$ cat src/rtl/ahrp_params.svh
// timing, width and field constants for the adc host read port
`ifndef AHRP_PARAMS_SVH
`define AHRP_PARAMS_SVH

`define AHRP_CLK_MHZ     250
`define AHRP_CONV_NS     6000
`define AHRP_CONV_CYC    ((`AHRP_CONV_NS * `AHRP_CLK_MHZ + 999) / 1000)
`define AHRP_STROBE_CYC  4
`define AHRP_GAP_CYC     2
`define AHRP_RES_W       12
`define AHRP_BYTE_W      8
`define AHRP_MSB_W       4
`define AHRP_MSB_LSB     8
`define AHRP_BUF_DEPTH   2

`endif

$ cat src/rtl/ahrp_pkg.sv
// types shared by both ends of the adc host read port
`include "ahrp_params.svh"

package ahrp_pkg;

  typedef logic [`AHRP_RES_W-1:0] ahrp_sample_t;

  typedef enum logic [1:0] {
    AHRP_DS_IDLE  = 2'b00,
    AHRP_DS_CONV  = 2'b01,
    AHRP_DS_FETCH = 2'b11
  } ahrp_dev_state_t;

  typedef enum logic [2:0] {
    AHRP_HS_IDLE  = 3'b000,
    AHRP_HS_LO    = 3'b001,
    AHRP_HS_GAP   = 3'b011,
    AHRP_HS_HI    = 3'b010,
    AHRP_HS_SPACE = 3'b110
  } ahrp_host_state_t;

endpackage

$ cat src/rtl/ahrp_if.sv
// pins between the converter end and the host end
`timescale 1ns/100ps
`include "ahrp_params.svh"

interface ahrp_if;
  logic                      cs_n;
  logic                      rd_n;
  logic                      upper_byte_select;
  logic                      busy_n;
  logic [`AHRP_RES_W-1:0]    data;
  logic                      data_oe;

  modport device (
    input  cs_n,
    input  rd_n,
    input  upper_byte_select,
    output busy_n,
    output data,
    output data_oe
  );

  modport host (
    output cs_n,
    output rd_n,
    output upper_byte_select,
    input  busy_n,
    input  data,
    input  data_oe
  );
endinterface

$ cat src/rtl/ahrp_device.sv
// converter end: start gating, conversion timer, result latch and data lanes
`timescale 1ns/100ps
`include "ahrp_params.svh"

// Contract
// even read starts conversion, returns low byte
// odd read returns high byte
// host makes 16-bit load from two reads
// wait mode: busy holds first read
// high byte read needs no wait
// previous mode: read returns older result
// read after completion returns new value
// host spaces reads by conversion time
// external counter advances mux per sample
// start needs select, strobe, byte select low
// busy low while converting, high when latched
// starts ignored until conversion completes
// high read: msbs low lanes, rest low; code also repeats the msbs on bits 11:8
// data driven only while selected and reading; code drives data_oe from a flop, so it follows select and read one cycle late
module ahrp_device #(
  parameter int CONV_CYC = `AHRP_CONV_CYC,
  parameter int DEPTH    = `AHRP_BUF_DEPTH
) (
  input  wire logic            clock_in,
  input  wire logic            rst_in,
  ahrp_if.device               bus,
  input  wire ahrp_pkg::ahrp_sample_t sample_in,
  input  wire logic            sample_valid_in,
  output logic                 sample_ready_out,
  output logic                 conv_start_out,
  output logic                 conv_busy_out
);
  import ahrp_pkg::*;

  localparam int CNT_W = $clog2(CONV_CYC + 1);
  localparam int PTR_W = (DEPTH > 1) ? $clog2(DEPTH) : 1;
  localparam int LVL_W = $clog2(DEPTH + 1);

  // state and latch registers
  ahrp_dev_state_t          state_ff;
  ahrp_dev_state_t          nxt_state;
  logic [CNT_W-1:0]         cnt_ff;
  logic [CNT_W-1:0]         nxt_cnt;
  ahrp_sample_t             result_ff;
  ahrp_sample_t             nxt_result;
  logic                     cond_ff;
  logic                     nxt_cond;
  logic                     busy_n_ff;
  logic                     nxt_busy_n;
  logic                     busy_ff;
  logic                     nxt_busy;
  logic                     start_ff;
  logic                     nxt_start;
  logic [`AHRP_RES_W-1:0]   data_ff;
  logic [`AHRP_RES_W-1:0]   nxt_data;
  logic                     oe_ff;
  logic                     nxt_oe;

  // sample buffer registers
  ahrp_sample_t             buf_ff [DEPTH];
  ahrp_sample_t             nxt_buf [DEPTH];
  logic [PTR_W-1:0]         wr_ptr_ff;
  logic [PTR_W-1:0]         nxt_wr_ptr;
  logic [PTR_W-1:0]         rd_ptr_ff;
  logic [PTR_W-1:0]         nxt_rd_ptr;
  logic [LVL_W-1:0]         level_ff;
  logic [LVL_W-1:0]         nxt_level;
  logic                     ready_ff;
  logic                     nxt_ready;

  logic                     start_cond;
  logic                     start;
  logic                     push;
  logic                     pop;
  logic                     sel_rd;

  // all three control pins low together form a start condition
  assign start_cond = ~bus.cs_n & ~bus.rd_n & ~bus.upper_byte_select;
  // only a fresh condition while idle launches; others are dropped
  assign start      = start_cond & ~cond_ff & (state_ff == AHRP_DS_IDLE);
  assign push       = sample_valid_in & ready_ff;
  assign pop        = (state_ff == AHRP_DS_FETCH) & (level_ff != '0);
  assign sel_rd     = ~bus.cs_n & ~bus.rd_n;

  // conversion sequencer
  always_comb begin
    nxt_state  = state_ff;
    nxt_cnt    = cnt_ff;
    nxt_result = result_ff;
    nxt_start  = 1'b0;
    nxt_cond   = start_cond;
    case (state_ff)
      AHRP_DS_IDLE: begin
        if (start) begin
          nxt_state = AHRP_DS_CONV;
          nxt_cnt   = '0;
          nxt_start = 1'b1;
        end
      end
      AHRP_DS_CONV: begin
        // starts during this phase fall through the idle check
        if (cnt_ff == CNT_W'(CONV_CYC - 1)) begin
          nxt_state = AHRP_DS_FETCH;
        end else begin
          nxt_cnt = cnt_ff + CNT_W'(1);
        end
      end
      AHRP_DS_FETCH: begin
        // stays busy until the front end has a word to latch
        if (pop) begin
          nxt_result = buf_ff[rd_ptr_ff];
          nxt_state  = AHRP_DS_IDLE;
        end
      end
      default: begin
        nxt_state = AHRP_DS_IDLE;
      end
    endcase
  end

  // busy follows the sequencer, released as the latch updates
  always_comb begin
    nxt_busy_n = (nxt_state == AHRP_DS_IDLE);
    nxt_busy   = (nxt_state != AHRP_DS_IDLE);
  end

  // data lanes built from the value the latch holds next cycle
  always_comb begin
    nxt_oe = sel_rd;
    if (~sel_rd) begin
      nxt_data = '0;
    end else if (bus.upper_byte_select) begin
      nxt_data = {nxt_result[`AHRP_RES_W-1:`AHRP_MSB_LSB],
                  {(`AHRP_BYTE_W - `AHRP_MSB_W){1'b0}},
                  nxt_result[`AHRP_RES_W-1:`AHRP_MSB_LSB]};
    end else begin
      nxt_data = nxt_result;
    end
  end

  always_ff @(posedge clock_in) begin
    if (rst_in) begin
      state_ff  <= AHRP_DS_IDLE;
      cnt_ff    <= '0;
      result_ff <= '0;
      cond_ff   <= 1'b0;
      busy_n_ff <= 1'b1;
      busy_ff   <= 1'b0;
      start_ff  <= 1'b0;
      data_ff   <= '0;
      oe_ff     <= 1'b0;
    end else begin
      state_ff  <= nxt_state;
      cnt_ff    <= nxt_cnt;
      result_ff <= nxt_result;
      cond_ff   <= nxt_cond;
      busy_n_ff <= nxt_busy_n;
      busy_ff   <= nxt_busy;
      start_ff  <= nxt_start;
      data_ff   <= nxt_data;
      oe_ff     <= nxt_oe;
    end
  end

  // buffer entries, one write port per slot
  genvar gi;
  generate
    for (gi = 0; gi < DEPTH; gi++) begin : g_slot
      always_comb begin
        nxt_buf[gi] = buf_ff[gi];
        if (push && (wr_ptr_ff == PTR_W'(gi))) begin
          nxt_buf[gi] = sample_in;
        end
      end

      always_ff @(posedge clock_in) begin
        if (rst_in) begin
          buf_ff[gi] <= '0;
        end else begin
          buf_ff[gi] <= nxt_buf[gi];
        end
      end
    end
  endgenerate

  // buffer pointers and fill level; ready drops when full
  always_comb begin
    nxt_wr_ptr = wr_ptr_ff;
    nxt_rd_ptr = rd_ptr_ff;
    nxt_level  = level_ff;
    if (push) begin
      nxt_wr_ptr = (wr_ptr_ff == PTR_W'(DEPTH - 1)) ? '0 : wr_ptr_ff + PTR_W'(1);
    end
    if (pop) begin
      nxt_rd_ptr = (rd_ptr_ff == PTR_W'(DEPTH - 1)) ? '0 : rd_ptr_ff + PTR_W'(1);
    end
    if (push && !pop) begin
      nxt_level = level_ff + LVL_W'(1);
    end else if (pop && !push) begin
      nxt_level = level_ff - LVL_W'(1);
    end
    nxt_ready = (nxt_level != LVL_W'(DEPTH));
  end

  always_ff @(posedge clock_in) begin
    if (rst_in) begin
      wr_ptr_ff <= '0;
      rd_ptr_ff <= '0;
      level_ff  <= '0;
      ready_ff  <= 1'b0;
    end else begin
      wr_ptr_ff <= nxt_wr_ptr;
      rd_ptr_ff <= nxt_rd_ptr;
      level_ff  <= nxt_level;
      ready_ff  <= nxt_ready;
    end
  end

  // pin and user outputs, all straight from flops
  assign bus.busy_n       = busy_n_ff;
  assign bus.data         = data_ff;
  assign bus.data_oe      = oe_ff;
  assign sample_ready_out = ready_ff;
  assign conv_start_out   = start_ff;
  assign conv_busy_out    = busy_ff;

endmodule

$ cat src/flat_wrapper.sv
// flat-port wrapper written by rule: the top's interface ports become plain ports
module ahrp_device_flat import ahrp_pkg::*;
#(
  parameter int CONV_CYC = `AHRP_CONV_CYC,
  parameter int DEPTH    = `AHRP_BUF_DEPTH
)
  (clock_in, rst_in, sample_in, sample_valid_in, sample_ready_out, conv_start_out, conv_busy_out, bus_cs_n, bus_rd_n, bus_upper_byte_select, bus_busy_n, bus_data, bus_data_oe);
  ahrp_if bus_i ();
  input  wire logic clock_in;
  input  wire logic rst_in;
  input  wire ahrp_pkg::ahrp_sample_t sample_in;
  input  wire logic sample_valid_in;
  output logic sample_ready_out;
  output logic conv_start_out;
  output logic conv_busy_out;
  input wire logic [$bits(bus_i.cs_n)-1:0] bus_cs_n;
  input wire logic [$bits(bus_i.rd_n)-1:0] bus_rd_n;
  input wire logic [$bits(bus_i.upper_byte_select)-1:0] bus_upper_byte_select;
  output wire logic [$bits(bus_i.busy_n)-1:0] bus_busy_n;
  output wire logic [$bits(bus_i.data)-1:0] bus_data;
  output wire logic [$bits(bus_i.data_oe)-1:0] bus_data_oe;
  assign bus_i.cs_n = bus_cs_n;
  assign bus_i.rd_n = bus_rd_n;
  assign bus_i.upper_byte_select = bus_upper_byte_select;
  assign bus_busy_n = bus_i.busy_n;
  assign bus_data = bus_i.data;
  assign bus_data_oe = bus_i.data_oe;
  ahrp_device #(.CONV_CYC(CONV_CYC), .DEPTH(DEPTH)) u_core (.clock_in(clock_in), .rst_in(rst_in), .bus(bus_i), .sample_in(sample_in), .sample_valid_in(sample_valid_in), .sample_ready_out(sample_ready_out), .conv_start_out(conv_start_out), .conv_busy_out(conv_busy_out));
endmodule
$ cat config.mk
export PLATFORM = sky130hd
export DESIGN_NAME = ahrp_device_flat
export DESIGN_NICKNAME = d
export VERILOG_FILES = /design/src/rtl/ahrp_pkg.sv /design/src/rtl/ahrp_if.sv /design/src/rtl/ahrp_device.sv /design/src/flat_wrapper.sv
export VERILOG_INCLUDE_DIRS = /design/src /design/src/rtl
export SDC_FILE = /design/constraint.sdc
export NUM_CORES = 1
export LEC_CHECK = 0
export BUFFER_PORTS_ARGS = -buffer_cell sky130_fd_sc_hd__buf_4
export CORE_UTILIZATION = 50
export CTS_BUF_LIST = sky130_fd_sc_hd__clkbuf_4 sky130_fd_sc_hd__clkbuf_8
export DETAILED_ROUTE_END_ITERATION = 16
export PLACE_DENSITY = 0.79
export RECOVER_POWER = 100
export REMOVE_ABC_BUFFERS = 1
export SETUP_SLACK_MARGIN = 0.15
export SKIP_CTS_REPAIR_TIMING = 1
export SLEW_MARGIN = 40
export SYNTH_ARGS = -nofsm -noshare
export SYNTH_HDL_FRONTEND = slang
export SYNTH_SLANG_ARGS = --single-unit
$ cat constraint.sdc
create_clock -name clock_in -period 2 [get_ports clock_in]
set_input_delay 0.1 -clock clock_in [delete_from_list [all_inputs] [get_ports clock_in]]
set_output_delay 0.1 -clock clock_in [all_outputs]
set_load 0.01 [all_outputs]
==> flow_summary.ini <==
[global_route]
grt_max_degree = 21
grt_pass1_vias = 2003
grt_pass1_wl_mm = 9.07
grtUsageTotal = 0.190
overflow = 0
antenna_found_initial = 0

[die]
die_area_mm2 = 0.00623
coreArea_mm2 = 0.00561
dieHeight_um = 78.9
fp.dieW_um = 78.9
initial_utilization = 0.528
num_rows = 27
ios = 35

[yosys]
syn_area_mm2 = 0.00296
ys_ff_latch = 72
synth_edf_count = 24
synth_flop_cell = dfxtp_1
postSynth.asyncResetShare = 0
syn_inst = 269
synth_warnings = 0
ys_types = 45
seq_area_frac_synth = 0.568
syn_avg_cell_area_um2 = 11.0

[routing]
vias = 2060
drt_iter0_markers = 121
viasPerCell = 5.30
drt-total-wl_mm = 5.40
final_antenna_net_count = 0
drcViolationCount = 0
first_pass_iters = 4
drt-wirelength-per-cell_um = 13.9

[sta]
finalHoldViolCount = 0
fin_skew_ns = 0.00907
max_freq_ghz = 0.563
min_period_over_period = 0.888
whs_ns = 0.0324
finalSetupViolCount = 0
report.final.slew_viol_count = 0
finalCriticalPeriod_ns = 1.78
worst_slew_pin_slew_ns = 0.644
rsz0062_at_grt = yes
slew_headroom = 0.568

[power_and_ir_drop]
clkPwrFrac = 0.346
p_seq_frac = 0.568
total_power_mw = 2.83
p_int_mw = 2.16
combPwrFrac = 0.086
cellPowerDensity_mw_per_mm2 = 828
swShare = 0.237
p_sw_mw = 0.670
p_leak_nw = 1.25
peakVddDrop_v = 0.000407

[flow_run]
max_cap_viol_count = 0

[worst_setup_path]
cp-start-kind = flip-flop
rr_endpoint = u_core.sample_ready_out
timing.critical_path.to = u_core.sample_ready_out
reg2regPathDepth = 7
r2r_setup_slack_ns = 0.22
cp-end-kind = flip-flop
criticalPathCategory = flip-flop to flip-flop
arrival_ns = 2.01
r2r-start = u_core.level_ff[0]
worstPathRequired_ns = 2.23
crit_fanout = 13
cp-startpoint = u_core.level_ff[0]

[finish]
area_delta_synth_final_pct = 15.6
n_antenna_cell = 0
final_nets = 332
layout_common_cells = dfxtp_1, and2_0, buf_4, edfxtp_1, nor2_1
nFillCells = 509
regArea_mm2 = 0.00168
fin_util = 0.610
multi_input_comb_area_mm2 = 0.00116
layout-drive-gt1-share = 0.161
layout_commonest_cell = dfxtp_1

[placed_design]
dp_hpwl_mm = 3.64
globalplace.congestion = 0.836
io_buffers = 34

[clock_tree]
cts_tree = yes
cts_made_buffers = 9
ctsHtreeMaxLevel = 3
clk_pin_slew_ns = 0.07
cts-root-buf = clkbuf_8
clock_latency_ns = 0.33
clock-sinks = 72
clk_path_buf_depth = 2

[run_status]
status = finished, final reports clean

[min_path]
hold_path.class = input pin to flip-flop
## power by group through the flow
stage | clock [mW] | sequential, mW | combinational [mW]
floorplan | 0 | 1.64 | 0.142
global placement | 0 | 1.64 | 0.243
detailed placement | 0 | 1.64 | 0.254
CTS | 1.00 | 1.61 | 0.256
global route | 1.06 | 1.61 | 0.275
finish | 0.980 | 1.61 | 0.244
## cell type report
cell class / instances / area share
sequential: 72 / 0.491
multi-input combinational: 173 / 0.339
timing repair buffer: 48 / 0.0859
clock buffer: 12 / 0.0428
tap: 72 / 0.0263
inverter: 8 / 0.00878
clock inverter: 4 / 0.00622
## worst max-delay path, stage by stage, from the launching register on
cell	delay (ns)
dfxtp_1	0.35
inv_1	0.07
ha_1	0.21
and3b_2	0.29
buf_4	0.21
nor3_1	0.06
o21bai_1	0.16
a221oi_1	0.32
## routing by layer
layer	vias to the layer above	routed length, µm	track usage
li1	1058	-	-
met5	-	0	0
met3	10	194	0.0333
met2	43	2560	0.307
met4	0	127	0.104
met1	949	2530	0.241
## how the worst min path moves through the flow
stage	slack (ns)	start	cells after the start	endpoint
2_1_floorplan	0.17	rst_in	1	u_core.cnt_ff[0]
3_3_place_gp	0.33	bus_rd_n	2	u_core.bus.data_oe
3_5_place_dp	0.33	bus_cs_n	2	u_core.bus.data_oe
4_1_cts	-0.03	bus_cs_n	2	u_core.bus.data_oe
5_1_grt	0.04	bus_upper_byte_select	2	u_core.cond_ff
6_report	0.03	bus_upper_byte_select	2	u_core.cond_ff
## sequential cells by signal (all words and copies together), names as in the netlist, named ones only
signal and count:
u_core.conv_busy_out 1, u_core.wr_ptr_ff 1, u_core.sample_ready_out 1, u_core.bus.data 12
u_core.cnt_ff 11, u_core.bus.busy_n 1, u_core.buf_ff 24, u_core.cond_ff 1
u_core.level_ff 2, u_core.state_ff 2, u_core.result_ff 12, u_core.rd_ptr_ff 1
u_core.bus.data_oe 1, u_core.conv_start_out 1
## logic make-up (layout without fill, tap and decap cells)
logic type	Yosys count	in the layout	share of synthesized area
buffers and inverters	24	72	0.0393
adder cells (fa/ha/maj)	2	2	0.00846
multiplexers	14	14	0.0478
flip-flops	72	72	0.568
XOR/XNOR	4	4	0.0118
AND/OR/NAND/NOR	100	100	0.186
AO/OA/AOI/OAI	53	53	0.138
## through the flow
stage / setup slack [ns] / cells / setup TNS, ns / cell area [µm²]
after floorplan: -0.00990 / 253 / -0.00990 / 2870
after global placement: 0.280 / 370 / 0 / 3300
after detailed placement: 0.173 / 370 / 0 / 3310
after CTS: 0.157 / 386 / 0 / 3470
after global routing: 0.0753 / 389 / 0 / 3420
final: 0.224 / 389 / 0 / 3420
## synth_stat cells (3+ instances only)
cell type,number,area share
and3_1,4,0.0085
edfxtp_1,24,0.24
o2111ai_1,5,0.015
dfxtp_1,48,0.32
mux2i_1,13,0.044
clkbuf_1,6,0.0076
a211oi_1,6,0.015
and2_1,36,0.076
nand2_1,14,0.018
o221a_2,3,0.011
nand3_1,5,0.0085
o21ai_0,6,0.010
nand4_1,6,0.013
inv_1,8,0.010
buf_2,6,0.010
a21oi_1,13,0.022
a2111o_1,7,0.027
nor2_1,20,0.025
nor3_1,3,0.0051
Note: power is estimated with default switching activity, not from simulation.
